`config.mk`:
```
export PLATFORM = sky130hd
export DESIGN_NAME = lmrd_decode
export DESIGN_NICKNAME = d
export VERILOG_FILES = /design/src/hdl/lmrd_opcode_match.v /design/src/hdl/lmrd_decode.v
export VERILOG_INCLUDE_DIRS = /design/src /design/src/hdl
export SDC_FILE = /design/constraint.sdc
export NUM_CORES = 1
export LEC_CHECK = 0
export BUFFER_PORTS_ARGS = -buffer_cell sky130_fd_sc_hd__buf_2
export CORE_ASPECT_RATIO = 0.6
export CORE_MARGIN = 3
export CORE_UTILIZATION = 45
export DETAILED_ROUTE_END_ITERATION = 10
export PLACE_DENSITY = 0.74
export SETUP_SLACK_MARGIN = 0.02
export SKIP_LAST_GASP = 1
export SYNTH_ARGS = -nofsm -noshare
export SYNTH_HDL_FRONTEND = slang
export SYNTH_SLANG_ARGS = --single-unit
```
`constraint.sdc`:
```
create_clock -name clk_sys -period 2 [get_ports clk_sys]
set_input_delay 0.4 -clock clk_sys [delete_from_list [all_inputs] [get_ports clk_sys]]
set_output_delay 0.4 -clock clk_sys [all_outputs]
set_load 0.005 [all_outputs]
```
`src/hdl/lmrd_defines.vh`:
```
`ifndef LMRD_DEFINES_VH
`define LMRD_DEFINES_VH

// Opcode patterns and masks, 12-bit instruction word
`define LMRD_OP_NOP        12'h000
`define LMRD_OP_OPTION     12'h002
`define LMRD_MASK_STORE    12'hfe0
`define LMRD_OP_STORE      12'h020
`define LMRD_MASK_LIT      12'hf00
`define LMRD_OP_LOAD_LIT   12'hc00
`define LMRD_OP_RET_LIT    12'h800

// Field positions
`define LMRD_FILE_MSB      4
`define LMRD_LIT_MSB       7

// Reset values
`define LMRD_W_RST         8'h00
`define LMRD_OPTION_RST    8'hff
`define LMRD_PC_RST        12'h000

// Cycles taken by the literal return
`define LMRD_RET_CYCLES    2

`endif

```
`src/hdl/lmrd_opcode_match.v`:
```
`timescale 1ns/1ps
`include "lmrd_defines.vh"

module lmrd_opcode_match (
  instr,
  is_nop,
  is_option,
  is_store,
  is_load_lit,
  is_ret_lit
);
  input  wire [11:0] instr;
  output wire        is_nop;
  output wire        is_option;
  output wire        is_store;
  output wire        is_load_lit;
  output wire        is_ret_lit;

  assign is_nop      = (instr == `LMRD_OP_NOP);
  assign is_option   = (instr == `LMRD_OP_OPTION);
  assign is_store    = ((instr & `LMRD_MASK_STORE) == `LMRD_OP_STORE);
  assign is_load_lit = ((instr & `LMRD_MASK_LIT) == `LMRD_OP_LOAD_LIT);
  assign is_ret_lit  = ((instr & `LMRD_MASK_LIT) == `LMRD_OP_RET_LIT);
endmodule

```
`src/hdl/lmrd_decode.v`:
```
`timescale 1ns/1ps
`include "lmrd_defines.vh"

// Overview of operation
// - store_work_to_file writes work into selected file
// - Option opcode copies work into option register
// - return_with_literal loads literal into work
// - Return pops stack_top_entry into program counter
// - Return takes two cycles, next fetch discarded
module lmrd_decode #(
  parameter PC_W = 12
) (
  clk_sys,
  rst_n,
  instr,
  instr_valid,
  stack_top_entry,
  pc,
  pc_load,
  stack_pop,
  fetch_flush,
  work_reg,
  option_reg,
  file_addr,
  file_wdata,
  file_we,
  status_we,
  known_op
);
  input  wire            clk_sys;
  input  wire            rst_n;
  input  wire [11:0]     instr;
  input  wire            instr_valid;
  input  wire [PC_W-1:0] stack_top_entry;
  output reg  [PC_W-1:0] pc;
  output wire            pc_load;
  output wire            stack_pop;
  output wire            fetch_flush;
  output reg  [7:0]      work_reg;
  output reg  [7:0]      option_reg;
  output reg  [4:0]      file_addr;
  output reg  [7:0]      file_wdata;
  output reg             file_we;
  output wire            status_we;
  output wire            known_op;

  ////////////////////////////////////////////////////////////////////////
  localparam ST_RUN   = 1'b0;
  localparam ST_FLUSH = 1'b1;

  // Counter step held at the counter's own width
  localparam [PC_W-1:0] PC_STEP = {{(PC_W-1){1'b0}}, 1'b1};

  reg             state_reg;
  reg             state_next;
  reg  [PC_W-1:0] pc_next;
  reg  [7:0]      work_next;
  reg  [7:0]      option_next;
  reg             file_we_next;
  reg  [4:0]      file_addr_next;
  reg  [7:0]      file_wdata_next;
  wire            is_nop;
  wire            is_option;
  wire            is_store;
  wire            is_load_lit;
  wire            is_ret_lit;
  wire            exec;
  wire            ret_taken;
  wire [7:0]      lit_field;
  wire [4:0]      file_field;

  ////////////////////////////////////////////////////////////////////////
  // Pattern matching kept apart from sequencing
  lmrd_opcode_match u_match (
    .instr       (instr),
    .is_nop      (is_nop),
    .is_option   (is_option),
    .is_store    (is_store),
    .is_load_lit (is_load_lit),
    .is_ret_lit  (is_ret_lit)
  );

  assign lit_field  = instr[`LMRD_LIT_MSB:0];
  assign file_field = instr[`LMRD_FILE_MSB:0];

  ////////////////////////////////////////////////////////////////////////
  // Word fetched during the flush slot is thrown away
  assign exec        = instr_valid && (state_reg == ST_RUN);
  assign ret_taken   = exec && is_ret_lit;
  assign stack_pop   = ret_taken;
  assign pc_load     = ret_taken;
  assign fetch_flush = (state_reg == ST_FLUSH);
  // None of these instructions touches status
  assign status_we   = 1'b0;
  // Unlisted words only advance the counter
  assign known_op    = is_nop | is_option | is_store | is_load_lit | is_ret_lit;

  ////////////////////////////////////////////////////////////////////////
  // One state bit, no cycle counter: only a single slot is ever dropped
  always @* begin
    state_next = state_reg;
    case (state_reg)
      ST_RUN: begin
        if (ret_taken) begin
          state_next = ST_FLUSH;
        end
      end
      ST_FLUSH: begin
        // Slot stretches while the fetch stalls
        if (instr_valid) begin
          state_next = ST_RUN;
        end
      end
      default: begin
        state_next = ST_RUN;
      end
    endcase
  end

  always @(posedge clk_sys) begin
    if (!rst_n) begin
      state_reg <= ST_RUN;
    end else begin
      state_reg <= state_next;
    end
  end

  ////////////////////////////////////////////////////////////////////////
  // Return target comes straight from the stack top
  always @* begin
    pc_next = pc;
    if (ret_taken) begin
      pc_next = stack_top_entry;
    end else if (instr_valid) begin
      // Discarded slot still advances past the fetched word
      pc_next = pc + PC_STEP;
    end
  end

  always @(posedge clk_sys) begin
    if (!rst_n) begin
      pc <= `LMRD_PC_RST;
    end else begin
      pc <= pc_next;
    end
  end

  ////////////////////////////////////////////////////////////////////////
  // Both literal forms share the low byte of the word
  always @* begin
    work_next = work_reg;
    if (exec && is_load_lit) begin
      work_next = lit_field;
    end
    if (ret_taken) begin
      work_next = lit_field;
    end
  end

  always @(posedge clk_sys) begin
    if (!rst_n) begin
      work_reg <= `LMRD_W_RST;
    end else begin
      work_reg <= work_next;
    end
  end

  ////////////////////////////////////////////////////////////////////////
  // Option takes the work value held before the edge
  always @* begin
    option_next = option_reg;
    if (exec && is_option) begin
      option_next = work_reg;
    end
  end

  // Reset leaves every option bit set
  always @(posedge clk_sys) begin
    if (!rst_n) begin
      option_reg <= `LMRD_OPTION_RST;
    end else begin
      option_reg <= option_next;
    end
  end

  ////////////////////////////////////////////////////////////////////////
  // Registered write port; address and data hold between strobes
  always @* begin
    file_we_next    = 1'b0;
    file_addr_next  = file_addr;
    file_wdata_next = file_wdata;
    if (exec && is_store) begin
      file_we_next    = 1'b1;
      file_addr_next  = file_field;
      file_wdata_next = work_reg;
    end
  end

  // Strobe lasts exactly one cycle per taken store
  always @(posedge clk_sys) begin
    if (!rst_n) begin
      file_we <= 1'b0;
    end else begin
      file_we <= file_we_next;
    end
  end

  // Cleared at reset so the file bus is quiet before the first store
  always @(posedge clk_sys) begin
    if (!rst_n) begin
      file_addr  <= 5'h00;
      file_wdata <= 8'h00;
    end else begin
      file_addr  <= file_addr_next;
      file_wdata <= file_wdata_next;
    end
  end
endmodule

```
==> results summary <==
The clock period minus final worst setup slack is 1.80 ns. The number of unique standard cell types used by synthesis came out at 45. The final count of hold timing violations came out at 0. For this configuration, the core starts out at a cell density of 50.3%. For met3 alone, demand over resource in global routing was 5.40%. The kind of capture point of the worst setup path is an output pin. The relative area change from synthesis to final layout came out at 27.5%. The first global-routing pass estimated 9.51 mm of wire. Data on the critical path is required at its endpoint by 1.60 ns. The post-layout utilization of the core is 64.1%. The fraction of synthesis flops using an asynchronous set or reset pin came out at 0%. In this run the power density over the cells is 682 nW/um^2. At the end of routability-driven placement, the weighted congestion stood at 0.920.

The global routing stage identified its most utilized layer as met1. The flop and latch count out of synthesis is 43. The clock-pin slew on the worst setup and hold paths is 0.07 ns. Synthesis produced a netlist whose cell count is 251. The number of remaining DRC errors came out at 0. The multi-input combinational cells in the finished layout cover a total of 1010 um^2. The maximum clock frequency is 556 MHz. By count the netlist is led by 44 x sky130_fd_sc_hd__nand3_1, 43 x sky130_fd_sc_hd__dfxtp_1, 32 x sky130_fd_sc_hd__nand2_1. The average size of a mapped cell is 7.88 um^2. The floorplan step defined a die boundary enclosing 5250 um^2. The number of buffers inserted by post-CTS setup repair came out at 0. STA classifies the critical path startpoint as a flip-flop. The static leakage came out at 1.03 nW. The final clock period utilization by the worst path is 89.9%.

The net count reported at finish came out at 350. The number of global-route vias before repair came out at 1855. The height of the chip is 57.4 um. VDD sags by at most 0.420 mV.

Among all flip-flop cells after synthesis, the most frequent one is sky130_fd_sc_hd__dfxtp_1. The area fraction in and, or, nand and nor cells after synthesis is 28.4%. The critical path goes through nor3b_2 > nand2_2 > inv_4 > buf_2. Setup repair after global routing left no endpoint under its margin. The row count is 17. The design draws 0.00172 W.

The compound-gate portion of the synthesized area is 21.4%. The max capacitance violation total is 0. Global routing consumed, on the met1 layer, 35.0% of the routing resources.

The number of DRC violations after detailed-routing iteration 0 is 211. Counting every net in the synthesized netlist gives 279. The worst setup path is of the reg -> out kind. The CTS tree is yes. Counting the fill cells in the layout gives 383.

The met2 usage came out at 32.6%. The post-route netlist has 31.0% of its cells at a drive strength greater than 1. The post-synthesis share of cell area spent on full adders, half adders and majority gates came out at 0.633%.

Entering global routing, the biggest net connects 22 pins. The clock buffer count from CTS is 5. The maximum clock skew at final layout came out at 0.00768 ns. The area of the core region came out at 3940 um^2. After synthesis, the cell types taking the most area are sky130_fd_sc_hd__dfxtp_1 44%, sky130_fd_sc_hd__nand3_1 11%, sky130_fd_sc_hd__a21oi_1 7.8%. The area of the mapped netlist is 1980 um^2. The maximum fanout along the worst path came out at 15. The run finished with clean final reports. The critical path's largest stage delay came out at 0.36 ns. The tightest min-delay check is of the in -> reg type.

The area fraction of the dominant cell type after synthesis is 43.5%. The xor and xnor area share after synthesis is 0%. The register with the most flip-flops in the layout has 12 of them. Among all cell types in the netlist, the one instantiated most often is sky130_fd_sc_hd__nand3_1. The initial antenna violation count came out at 0.

From left edge to right edge, the die measures 91.6 um. The via-per-instance ratio came out at 5.65. The slowest stage of the critical path is the sky130_fd_sc_hd__dfxtp_1 cell. The fraction of the yosys area taken by sequential cells came out at 43.5%. The level count of the clock H-tree is 2. The number of search-and-repair iterations in the first detailed-routing pass came out at 4. The max-slew violation count is 0. The number of buffers inserted by port buffering came out at 72. The number of clock sinks came out at 43. After the flow finishes, the layout carries non-filler instances totaling 380. The global-route usage over all layers came out at 23.1%. After detailed routing, the average wire length per cell comes to 16.0 um. For this design the top-level I/O count stands at 74. The deepest clock path buffer count came out at 2. The repair_antennas step left the layout with diodes totalling 0. The insertion delay of the later-clocked pin in the worst-skew pair came out at 0.30 ns. The dominant combinational cell family by area after synthesis is simple AND/OR/NAND/NOR gates. The remaining global-route overflow came out at 0. The register cell area after layout is 861 um^2.

Yosys printed 0 warnings. The register name with the most flops is pc. Detailed placement finished with a half-perimeter wire length of 4.55 mm. The count of flip-flops with a built-in enable after synthesis came out at 0. The portion of synthesized area spent on multiplexers is 0.506%. Summed over all failing endpoints, the final setup total negative slack is 0 ns. Post-CTS repair changed the size of 0 cells. The number of failing setup endpoints in the final timing report is 0. Summed over all instances, the cell type with the most area after synthesis is sky130_fd_sc_hd__dfxtp_1. After detailed placement, the design holds a cell count of 372. The hold buffer count at cts came out at 0.

The number of vias in the routed layout came out at 2146. The total wire length is 6.06 mm. The root buffer cell chosen for the clock tree is sky130_fd_sc_hd__clkbuf_8. The data arrival time at the worst-slack endpoint came out at 1.40 ns. The number of nets still failing antenna checks after routing is 0.
-- cell usage in the layout, fill, tap and decap left out, drive strengths merged, types with 2 or more instances in the layout --
cell type,count
nand4,3
a21oi,31
nor3,2
or4,2
a211oi,4
a22oi,3
inv,5
nor2,6
nand2b,2
nand3,45
a21boi,2
a31oi,3
dfxtp,43
and3,6
clkbuf,6
clkinv,2
o21ai,17
o31a,2
nor3b,2
o22ai,2
buf,82
or3,3
or3b,2
nand2,33
-- where the power goes --
part           switching, W  internal, W  total (W)  leakage, nW
clock              0.000296     0.000404   0.000700       0.0612
sequential        0.0000139     0.000866   0.000880        0.348
combinational     0.0000842    0.0000558   0.000140        0.620
total              0.000394      0.00133    0.00172         1.03
-- worst paths after layout --
| check | startpoint | endpoint | slack, ns | depth (start not counted) |
|---|---|---|---|---|
| setup / recovery | fetch_flush | pc_load | 0.20 | 4 |
| hold / removal | stack_top_entry[0] | pc[0] | 0.37 | 3 |
| setup reg to reg | pc[5] | pc[11] | 0.24 | 4 |
| hold reg to reg | file_wdata[5] | file_wdata[5] | 0.46 | 2 |
-- metal layers --
| metal | routed length [um] | vias up |
|---|---|---|
| met4 | 53 | 0 |
| li1 | - | 1049 |
| met2 | 2540 | 100 |
| met1 | 2910 | 992 |
| met3 | 560 | 5 |
| met5 | 0 | - |
-- cells by family (layout without fill, tap and decap cells) --
family,Yosys count,in the layout
fa+ha+maj,1,1
compound gates,72,72
mux,1,1
flops,43,43
buf+inv,24,96
other cells,1,1
simple gates,109,109
-- stage by stage --
stage | instance area [um^2] | worst slack (ns) | hold WS, ns
floorplan | 1980 | 0.440 | 0.453
global placement | 2400 | 0.266 | 0.442
CTS | 2520 | 0.134 | 0.360
detailed placement | 2400 | 0.225 | 0.448
global route | 2520 | 0.0909 | 0.362
finish | 2520 | 0.202 | 0.369
-- critical path, delay by kind of cell (launching register included) --
kind                   cells  cell delay (ns)
AND/OR/NAND/NOR            2             0.43
flip-flops                 1             0.36
buffers and inverters      2             0.32
-- area by class of cell --
class / count / share of cell area (%)
clock inverter: 2 / 1.39
clock buffer: 6 / 3.28
multi-input combinational: 184 / 40.1
inverter: 6 / 0.993
tap: 57 / 2.83
sequential: 43 / 34.1
timing repair buffer: 82 / 17.3
(Power assumes the default switching activity.)
